`src/hw/rxen_train_pkg.sv`:
```
// Package with constants and carrier types for the read strobe training logic
package rxen_train_pkg;
    // ------------------------------------------------------------
    // Register offsets (byte offset on the plain port)
    // ------------------------------------------------------------
    localparam logic [7:0] REG_CTRL = 8'h00;
    localparam logic [7:0] REG_SEED = 8'h04;
    localparam logic [7:0] REG_RESULT = 8'h08;
    localparam logic [7:0] REG_PTR = 8'h0C;
    localparam logic [7:0] REG_STATUS = 8'h10;
    // ------------------------------------------------------------
    // Field positions
    // ------------------------------------------------------------
    localparam int CTRL_EN_BIT = 0;
    localparam int CTRL_DIMM_LSB = 4;
    localparam int PTR_REQ_BIT = 0;
    localparam int SEED_COARSE_LSB = 8;
    localparam int FINE_W = 5;
    localparam int COARSE_W = 5;
    // ------------------------------------------------------------
    // Reset values and timing
    // ------------------------------------------------------------
    localparam logic [FINE_W-1:0] FINE_RST = 5'h00;
    localparam logic [COARSE_W-1:0] COARSE_RST = 5'h00;
    localparam logic [COARSE_W-1:0] PHY_FIXED_OFFSET = 5'h02;
    localparam int PTR_INIT_NS = 40;
    localparam int CLK_MHZ = 200;
    localparam int PTR_INIT_CYC = (PTR_INIT_NS * CLK_MHZ + 999) / 1000;
    // Phase result for one lane
    typedef struct packed {
        logic [COARSE_W-1:0] coarse;
        logic [FINE_W-1:0] fine;
    } phase_s;
endpackage

```
`src/hw/rxen_train_top.sv`:
```
// Read strobe training registers and phy measurement control
`timescale 1ns/1ps
module rxen_train_top #(
    parameter int LANES = 8 // 8-bit lanes
) (
    input wire logic clock, // 200 MHz clock
    input wire logic srst, // Sync reset, active high
    input wire logic [7:0] addr, // Register address
    input wire logic [31:0] wdata, // Write data
    input wire logic wr, // Write strobe
    input wire logic rd, // Read strobe
    output logic [31:0] rdata, // Read data, one cycle later
    input wire logic [LANES-1:0] strobe_pin, // Read strobe pads
    output logic [LANES*10-1:0] rx_enable_delay, // Per-lane coarse/fine delay
    output logic rx_pointer_reinit // Receive pointer reinit pulse
);
    typedef enum {IDLE, REINIT} ptr_state_e;

    logic rx_enable_training_enable_r;
    logic rx_enable_training_enable_nxt;
    logic [1:0] training_dimm_select_r;
    logic [1:0] training_dimm_select_nxt;
    logic [2:0] lane_sel_r;
    logic [2:0] lane_sel_nxt;
    rxen_train_pkg::phase_s seed_r [LANES];
    rxen_train_pkg::phase_s seed_nxt [LANES];
    rxen_train_pkg::phase_s meas [LANES];
    logic [LANES-1:0] load;
    logic [31:0] rdata_r;
    logic [31:0] rdata_nxt;
    ptr_state_e pst_r;
    ptr_state_e pst_nxt;
    logic [7:0] pcnt_r;
    logic [7:0] pcnt_nxt;
    logic reinit_r;
    logic reinit_nxt;
    logic [LANES*10-1:0] dly_r;
    logic [LANES*10-1:0] dly_nxt;

    // ------------------------------------------------------------
    // Address decode shared by the write paths
    // ------------------------------------------------------------
    // One compare for every write decode, so the registers can never
    // disagree about which offset a strobe hit
    function automatic logic reg_hit(input logic strobe, input logic [7:0] a,
        input logic [7:0] offset);
        return strobe && (a == offset);
    endfunction

    // ------------------------------------------------------------
    // Per-lane phase meters
    // ------------------------------------------------------------
    // Every lane meters at once; only the selected lane is visible on the
    // result register, so software walks the lanes after training ends
    for (genvar g = 0; g < LANES; g++) begin : g_lane
        strobe_phase_meter u_meter (
            .clock(clock),
            .srst(srst),
            .enable(rx_enable_training_enable_r),
            .load(load[g]),
            .seed(seed_r[g]),
            .strobe_pin(strobe_pin[g]),
            .result(meas[g])
        );
    end

    // ------------------------------------------------------------
    // Register writes and reads
    // ------------------------------------------------------------
    // Seed load pulses when enable rises, so meters start from the seed
    always_comb begin
        rx_enable_training_enable_nxt = rx_enable_training_enable_r;
        training_dimm_select_nxt = training_dimm_select_r;
        lane_sel_nxt = lane_sel_r;
        for (int i = 0; i < LANES; i++) begin
            seed_nxt[i] = seed_r[i];
        end
        load = '0;
        dly_nxt = dly_r;
        if (reg_hit(wr, addr, rxen_train_pkg::REG_CTRL)) begin
            rx_enable_training_enable_nxt = wdata[rxen_train_pkg::CTRL_EN_BIT];
            training_dimm_select_nxt = wdata[rxen_train_pkg::CTRL_DIMM_LSB +: 2];
            lane_sel_nxt = wdata[10:8];
            if (wdata[rxen_train_pkg::CTRL_EN_BIT] && !rx_enable_training_enable_r) begin
                load = '1;
            end
        end
        // A seed write also loads the lane delay, so results are programmed the same way
        if (reg_hit(wr, addr, rxen_train_pkg::REG_SEED)) begin
            // Seed in 1/32 UI steps, software-split coarse and fine
            seed_nxt[lane_sel_r].fine = wdata[4:0];
            seed_nxt[lane_sel_r].coarse = wdata[rxen_train_pkg::SEED_COARSE_LSB +: 5];
            dly_nxt[lane_sel_r*10 +: 10] = {wdata[12:8], wdata[4:0]};
        end
    end

    // ------------------------------------------------------------
    // Read data
    // ------------------------------------------------------------
    // Zero outside the answer cycle, so several slaves can share one return bus
    always_comb begin
        rdata_nxt = 32'h0000_0000;
        if (rd) begin
            case (addr)
                rxen_train_pkg::REG_CTRL: rdata_nxt = {21'h000000, lane_sel_r, 2'h0,
                    training_dimm_select_r, 3'h0, rx_enable_training_enable_r};
                rxen_train_pkg::REG_SEED: rdata_nxt = {19'h00000, seed_r[lane_sel_r].coarse,
                    3'h0, seed_r[lane_sel_r].fine};
                rxen_train_pkg::REG_RESULT: rdata_nxt = {19'h00000, meas[lane_sel_r].coarse,
                    3'h0, meas[lane_sel_r].fine};
                rxen_train_pkg::REG_PTR: rdata_nxt = {31'h0, pst_r == REINIT};
                default: rdata_nxt = 32'h0000_0000;
            endcase
        end
    end

    // ------------------------------------------------------------
    // Receive pointer reinit handshake
    // ------------------------------------------------------------
    // Bit reads one until pointers are reinitialised, then self-clears
    always_comb begin
        pst_nxt = pst_r;
        pcnt_nxt = pcnt_r;
        reinit_nxt = 1'b0;
        case (pst_r)
            IDLE: begin
                if (reg_hit(wr, addr, rxen_train_pkg::REG_PTR)
                    && wdata[rxen_train_pkg::PTR_REQ_BIT]) begin
                    pst_nxt = REINIT;
                    pcnt_nxt = 8'(rxen_train_pkg::PTR_INIT_CYC);
                    reinit_nxt = 1'b1;
                end
            end
            REINIT: begin
                // Requests are ignored here; busy reads one until the count runs out
                if (pcnt_r <= 8'h01) begin
                    pst_nxt = IDLE;
                end else begin
                    pcnt_nxt = pcnt_r - 8'h01;
                end
            end
            default: pst_nxt = IDLE;
        endcase
    end

    // ------------------------------------------------------------
    // Registers
    // ------------------------------------------------------------
    // Configuration, seeds and lane delays; read data kept apart so the
    // answer path stays a single flop behind its mux
    always_ff @(posedge clock) begin
        if (srst) begin
            rx_enable_training_enable_r <= 1'b0;
            training_dimm_select_r <= 2'h0;
            lane_sel_r <= 3'h0;
            for (int i = 0; i < LANES; i++) begin
                seed_r[i] <= '0;
            end
            dly_r <= '0;
        end else begin
            rx_enable_training_enable_r <= rx_enable_training_enable_nxt;
            training_dimm_select_r <= training_dimm_select_nxt;
            lane_sel_r <= lane_sel_nxt;
            for (int i = 0; i < LANES; i++) begin
                seed_r[i] <= seed_nxt[i];
            end
            dly_r <= dly_nxt;
        end
    end

    // Read data stands for one cycle only
    always_ff @(posedge clock) begin
        if (srst) begin
            rdata_r <= 32'h0000_0000;
        end else begin
            rdata_r <= rdata_nxt;
        end
    end

    // Pointer handshake; the pulse is registered so the output is a flop
    always_ff @(posedge clock) begin
        if (srst) begin
            pst_r <= IDLE;
            pcnt_r <= 8'h00;
            reinit_r <= 1'b0;
        end else begin
            pst_r <= pst_nxt;
            pcnt_r <= pcnt_nxt;
            reinit_r <= reinit_nxt;
        end
    end

    // ------------------------------------------------------------
    // Outputs
    // ------------------------------------------------------------
    // Straight from flops, so no decode glitch reaches the phy
    assign rdata = rdata_r;
    assign rx_enable_delay = dly_r;
    assign rx_pointer_reinit = reinit_r;
endmodule

```
`src/hw/strobe_phase_meter.sv`:
```
// Per-lane phase meter for received read strobe edges
`timescale 1ns/1ps
module strobe_phase_meter (
    input wire logic clock, // System clock
    input wire logic srst, // Synchronous reset
    input wire logic enable, // Training enabled
    input wire logic load, // Load seed values
    input wire rxen_train_pkg::phase_s seed, // Seed coarse and fine
    input wire logic strobe_pin, // Raw strobe from pad
    output rxen_train_pkg::phase_s result // Recovered phase
);
    logic [2:0] sync_r;
    logic [2:0] sync_nxt;
    logic [9:0] cnt_r;
    logic [9:0] cnt_nxt;
    logic [9:0] wait_r;
    logic [9:0] wait_nxt;
    rxen_train_pkg::phase_s res_r;
    rxen_train_pkg::phase_s res_nxt;
    logic level_r;
    logic level_nxt;
    logic rise;

    // ------------------------------------------------------------
    // Next state
    // ------------------------------------------------------------
    // Edge taken once stages two and three agree on high while the level was low,
    // so a pad glitch shorter than a cycle never counts
    always_comb begin
        sync_nxt = {sync_r[1:0], strobe_pin};
        level_nxt = (sync_r[1] == sync_r[2]) ? sync_r[2] : level_r;
        rise = sync_r[1] & sync_r[2] & ~level_r;
        cnt_nxt = cnt_r;
        wait_nxt = wait_r;
        res_nxt = res_r;
        if (load) begin
            res_nxt = seed;
            // Fixed internal offset added before sampling begins
            wait_nxt = {5'h00, seed.coarse} + {5'h00, rxen_train_pkg::PHY_FIXED_OFFSET};
            cnt_nxt = 10'h000;
        end else if (enable) begin
            if (wait_r != 10'h000) begin
                wait_nxt = wait_r - 10'h001;
            end else begin
                cnt_nxt = cnt_r + 10'h001;
                if (rise) begin
                    // Phase of edge against reference count
                    res_nxt.coarse = cnt_r[9:5];
                    res_nxt.fine = cnt_r[4:0];
                    cnt_nxt = 10'h000;
                end
            end
        end
    end

    // Registers only
    always_ff @(posedge clock) begin
        if (srst) begin
            sync_r <= 3'h0;
            level_r <= 1'b0;
            cnt_r <= 10'h000;
            wait_r <= 10'h000;
            res_r <= '0;
        end else begin
            sync_r <= sync_nxt;
            level_r <= level_nxt;
            cnt_r <= cnt_nxt;
            wait_r <= wait_nxt;
            res_r <= res_nxt;
        end
    end

    assign result = res_r;
endmodule

```
`config.mk`:
```
export PLATFORM = sky130hd
export DESIGN_NAME = rxen_train_top
export DESIGN_NICKNAME = d
export VERILOG_FILES = /design/src/hw/rxen_train_pkg.sv /design/src/hw/rxen_train_top.sv /design/src/hw/strobe_phase_meter.sv
export SDC_FILE = /design/constraint.sdc
export NUM_CORES = 1
export LEC_CHECK = 0
export BUFFER_PORTS_ARGS = -buffer_cell sky130_fd_sc_hd__buf_2
export CAP_MARGIN = 20
export CORE_UTILIZATION = 30
export DETAILED_ROUTE_END_ITERATION = 10
export PLACE_DENSITY = 0.46
export REMOVE_ABC_BUFFERS = 1
export SKIP_LAST_GASP = 1
export SYNTH_ARGS = -nofsm -noshare
export SYNTH_HDL_FRONTEND = slang
export SYNTH_SLANG_ARGS = --single-unit
```
`constraint.sdc`:
```
create_clock -name clock -period 4.5 [get_ports clock]
set_input_delay 0.225 -clock clock [delete_from_list [all_inputs] [get_ports clock]]
set_output_delay 0.225 -clock clock [all_outputs]
set_load 0.005 [all_outputs]
```
**Word level (Yosys, flattened, before mapping)**

Memories as Yosys holds them, arrays and structs flattened. A register that Yosys moved wholly into a read port is not among the register bits.
Index checks and enable logic that the tools add are counted.

- Flip-flop bits (word level): 431
- Memories: 1
- Memory bits (writable): 80
- Word-level logic and storage cells: 332

Memories:

| name | words | width | read ports | clocked after memory_dff | write ports | RTL line | RTL |
|---|---|---|---|---|---|---|---|
| seed_r | 8 | 10 | 9 | 1 | 8 | rxen_train_top.sv:25 | `rxen_train_pkg::phase_s seed_r [LANES];` |

- Multiplexer cells: 98
- Bitwise logic cells: 43
- Shift operators: 2
- $add $sub $neg: 26
- Reductions and logical operators: 78
- Order comparisons: 3
- $mul: 1
- Equal/unequal tests: 24

Operator list:

| kind | number |
|---|---|
| two-way mux 10 bit | 75 |
| bitwise mux 80 bit | 3 |
| adder 10 x 1 -> 10 bit, second input constant | 8 |
| two-way mux 80 bit | 1 |
| nonzero test 10 bit | 8 |
| variable shift 10 x 34 -> 80 bit, first input constant | 1 |
| indexed part select 10 x 34 -> 80 bit | 1 |
| subtractor 10 x 1 -> 10 bit, second input constant | 8 |
| two-way mux 32 bit | 2 |
| one-hot mux 32 bit (2 select lines) | 1 |
| demux 10 bit (select 3 bit) | 2 |
| one-hot mux 13 bit (4 select lines) | 1 |
| nonzero test 2 bit | 25 |
| adder 5 x 2 -> 6 bit, second input constant | 8 |
| negator 7 -> 34 bit | 1 |
| AND reduction 2 bit | 17 |
| equality test 32 x 1 -> 1 bit, second input constant | 1 |
| equality test 32 x 2 -> 1 bit, second input constant | 1 |
| zero test 32 bit | 1 |
| two-way mux 8 bit | 4 |
| binary-select mux 10 bit (select 3 bit) | 1 |
| AND reduction 3 bit | 9 |
| inequality test 2 bit, second input constant | 11 |
| OR reduction 2 bit | 10 |
| other kinds (19) | 75 |

**Depth between registers and ports, before layout**

- Word-level depth: 9
- Mapped depth: 15

**Cells and area by module**

From an unflattened synthesis, not the netlist that was laid out.

- Cell total of the unflattened synthesis: 2693
- Area total of the unflattened synthesis: 23510.0 sq um

Modules (own cells, without submodules):

| module | cells each | area an instance (sq um) | times used |
|---|---|---|---|
| strobe_phase_meter | 193 | 1637.8 | 8 |
| rxen_train_top | 1149 | 10407.5 | 1 |

**Worst setup path before layout**

OpenSTA, ideal clock, no wires.

- Path kind: reg2reg
- Start: reg lane_sel_r[2]
- End: reg dly_r[48], in the netlist rx_enable_delay[48]
- Arrival time: 3.489 ns
- Path slack: 0.891 ns
- Stages on the path, launching flop included: 16
- Setup time: 0.121 ns
- Cells stage by stage: dfxtp_1 -> ha_1 -> ha_1 -> inv_1 -> ha_1 -> clkbuf_1 -> nor2_1 -> and2_1 -> ha_1 -> clkbuf_1 -> and4b_1 -> nand4_1 -> nor3_2 -> nand2_1 -> nor2_1 -> mux2_2

- Cells in the longest elaborated chain, start to end: 4

Ends and longest elaborated chain:

| what | RTL line | RTL |
|---|---|---|
| start: declaration | rxen_train_top.sv:23 | `logic [2:0] lane_sel_r;` |
| start signal: assignment | rxen_train_top.sv:163 | `lane_sel_r <= lane_sel_nxt;` |
| multiplier 3 x 3 -> 6 bit * | rxen_train_top.sv:93 | `dly_nxt[lane_sel_r*10 +: 10] = {wdata[12:8], wdata[4:0]};` |
| negator 7 -> 34 bit * | rxen_train_top.sv:93 |  |
| indexed part select 10 x 34 -> 80 bit / variable shift 10 x 34 -> 80 bit (equally long branches) | rxen_train_top.sv:93 |  |
| bitwise mux 80 bit * | rxen_train_top.sv:93 |  |
| end signal: assignment | rxen_train_top.sv:167 | `dly_r <= dly_nxt;` |
| end: declaration | rxen_train_top.sv:37 | `logic [LANES*10-1:0] dly_r;` |

Mark *: on every way between the ends. The rest lies on a longest branch, timed or not.
A chain may end at the register's enable or synchronous reset.

**Final worst setup path**

- Start: reg lane_sel_r[1]
- End: reg dly_r[13], in the netlist rx_enable_delay[13]

Same word-level chain as after synthesis.

==> metrics.txt <==
CTS Buf Count=55; standard-cell row count=100; Hold WS=0.0832 ns; layout cells sized above 1=13.7%; Die W=276 um; Layout Utilization=35.2%; CTS tree=done; clock power share=51.5%; DRT iter0 DRCs=1468; data required time at the worst endpoint=4.97 ns; FF-to-FF End=rx_enable_delay[13]; Root Buffer=clkbuf_16; via density per instance=5.38; Cell Chain, Critical Path=clkinv_1 > buf_4 > ha_1 > buf_4 > mux2i_1 > o22ai_1 > nand2_1 > nor2_1 > o21ai_0 > o21ai_0; Tightest Pin Transition=1.00 ns; wire per inst=21.1 um; Final nets=2771; port bufs=122; DRC viols=0; GRT Util Overall=19.8%; sequential share of power=45.8%; Min-Delay Startpoint=wdata[1]; Hold Path End=seed_r[5][1]; min cycle time layout=3.76 ns; Post-DP Area=0.0241 mm^2; count leader, synth=dfxtp_1; Crit path depth=10; clk sinks=462; Worst slew margin=32.6%; vias in the first global route=18800; first-pass GRT wire length=117000 um; Worst Hold Depth=3; Reg area=0.00925 mm^2; Clk Latency, worst-skew pair=0.62 ns; Final period util=83.6%; Synth Cell Area=0.0226 mm^2; Synth top area share=41.0%; Ports=165; Syn Inst Count=2592; multi-input logic area=0.0125 mm^2; Power Internal=6.95 mW; worst hold path class=input port to flip-flop; CTS max path bufs=3; cell accounting for the most synthesized area=dfxtp_1; Worst setup SP type=flip-flop; #FFs+latches synth=462; TNS Setup=0 ns; WP data arrival=4.23 ns; detailed placer's ending HPWL=55600 um; Final Hold Viols=0; Commonest cells post-synth=dfxtp_1, nor2_1, nand2_1; Avg Cell Area, Syn=8.70 um^2; Total Wirelength=78100 um; Top delay family on crit path=compound AO/OA/AOI/OAI gates; clock slew at reported path FFs=0.06 ns; clk_skew=0.0302 ns; maximum VDD drop=0.235 mV; initial antenna violation count=6; Layout area overhead=16.0%; pwr dens=343 mW/mm^2; library cells used by synthesis=77; fraction of registers with async set/reset=0%; sequential area share after synthesis=41.0%; r2r startpoint=lane_sel_r[1]; Filler cells=7639; drt pass-1 iters=5; register-to-register setup slack=0.74 ns; H-tree Lvls=2; Detail Route Antenna Nets=0; status=finished, final reports clean; Static Leak=10.0 nW; design area=0.0262 mm^2; Primary FF master, synth=dfxtp_1; Buf/Inv on CP=3; crit-path max FO=19; switch share=22.6%; via count=19900; Die Area=0.0763 mm^2; slowest cell delay on critical path=0.73 ns; # diodes=0; RSZ-0062 raised after global routing=false; Starting Density=30.3%; Routability Congestion=0.935; core area=0.0744 mm^2; Max Cap Viol=0; grt total ovfl=0; Critical Path End Type=flip-flop; Synth Warn #=0; combinational power share=2.7%; postcts setup bufs=0; Max Clk Rate=266 MHz; largest net degree at the start of global routing=108; die height=276 um; crit path max-delay cell type=ha_1; CP Class=flip-flop to flip-flop; Post-synth EDFFs=0; final setup fails=0; Psw=2.03 mW; max-slew violation count=0; R2R depth=10; top area cells in the synthesized netlist=dfxtp_1, mux2i_1, nor2_1
area by class of cell:
class                           count  share of cell area (%)
Multi-Input combinational cell   1944                    47.7
Clock buffer                       82                    6.23
Clock inverter                     19                   0.923
Sequential cell                   462                    35.3
Timing Repair Buffer              185                    4.70
Inverter                           31                   0.445
Tap cell                          969                    4.63
through the flow:
stage | cells | power [mW] | setup WS, ns
global placement | 3574 | 4.43 | 0.895
finish | 3692 | 8.98 | 0.739
floorplan | 2437 | 4.29 | -1.21
global route | 3692 | 9.29 | 0.490
CTS | 3689 | 9.11 | 0.776
detailed placement | 3575 | 4.43 | 0.790
how the worst max path moves through the flow:
stage / from / endpoint
CTS: lane_sel_r[1] / rx_enable_delay[49]
global route: lane_sel_r[1] / rx_enable_delay[77]
global placement: lane_sel_r[1] / rx_enable_delay[12]
detailed placement: lane_sel_r[1] / rx_enable_delay[29]
floorplan: rx_enable_training_enable_r / g_lane[0].u_meter.wait_r[6]
finish: lane_sel_r[1] / rx_enable_delay[13]
sequential cells by signal, indices dropped and copies added (netlist names), named ones only:
register and flops:
g_lane.u_meter.cnt_r 80, g_lane.u_meter.level_r 8, g_lane.u_meter.result 80, g_lane.u_meter.sync_r 24, g_lane.u_meter.wait_r 80, lane_sel_r 3, pcnt_r 8, pst_r 1
rdata 11, rx_enable_delay 80, rx_enable_training_enable_r 1, rx_pointer_reinit 1, seed_r 80, training_dimm_select_r 2
what timing repair did:
action | in CTS | in global routing
hold buffers | 13 | 0
endpoints found under the setup margin | 0 | 0
hold endpoints to repair | 16 | 0
gates resized for setup | 0 | 0
routing by layer:
layer | up-vias | wire (um) | global-route usage (%)
met3 | 149 | 4170 | 2.88
met4 | 6 | 2940 | 7.95
li1 | 9423 | - | -
met2 | 611 | 35300 | 32.0
met1 | 9689 | 35600 | 26.4
met5 | - | 42 | 0
kinds of logic (layout without fill, tap and decap cells):
| group | Yosys count | after routing | synth area share (%) |
|---|---|---|---|
| AO/OA/AOI/OAI | 551 | 551 | 14.7 |
| XOR/XNOR | 112 | 112 | 4.35 |
| adder cells (fa/ha/maj) | 40 | 40 | 2.22 |
| buffers and inverters | 206 | 317 | 4.03 |
| flip-flops | 462 | 462 | 41.0 |
| multiplexers | 219 | 219 | 11.6 |
| other | 1 | 21 | 0.0166 |
| AND/OR/NAND/NOR | 1001 | 1001 | 22.1 |
worst reg2reg max path: cells and delay by family (launching register included):
kind,cells,cell delay (ns)
buf+inv,3,0.70
flops,1,0.71
mux,1,0.26
compound gates,3,0.92
simple gates,2,0.31
fa+ha+maj,1,0.73
power groups by stage:
stage	clock network (mW)	logic, mW	registers (mW)
6_report	4.63	0.243	4.11
5_1_grt	4.92	0.263	4.11
4_1_cts	4.76	0.243	4.11
3_5_place_dp	0	0.233	4.20
3_3_place_gp	0	0.230	4.20
2_1_floorplan	0	0.0929	4.20
placed cells by master (no fill, tap or decap), drive strengths merged, types with 12 or more instances in the layout:
cell,n
and3,15
dfxtp,462
nand2,248
mux2i,159
o22ai,40
nor3b,16
clkbuf,83
nor3,41
a22oi,43
mux2,28
clkinv,13
inv,31
nand3b,21
o31ai,13
nor2b,51
dlygate4sd3,13
a21oi,195
or3,27
ha,40
nor4b,14
o21ai,169
o221ai,33
conb,21
nand4,48
nand3,76
xor2,78
nor2,350
buf,171
mux4,32
xnor2,34
nor4,30
and4,12
a211oi,15
Power figures use the tool's default switching activity.
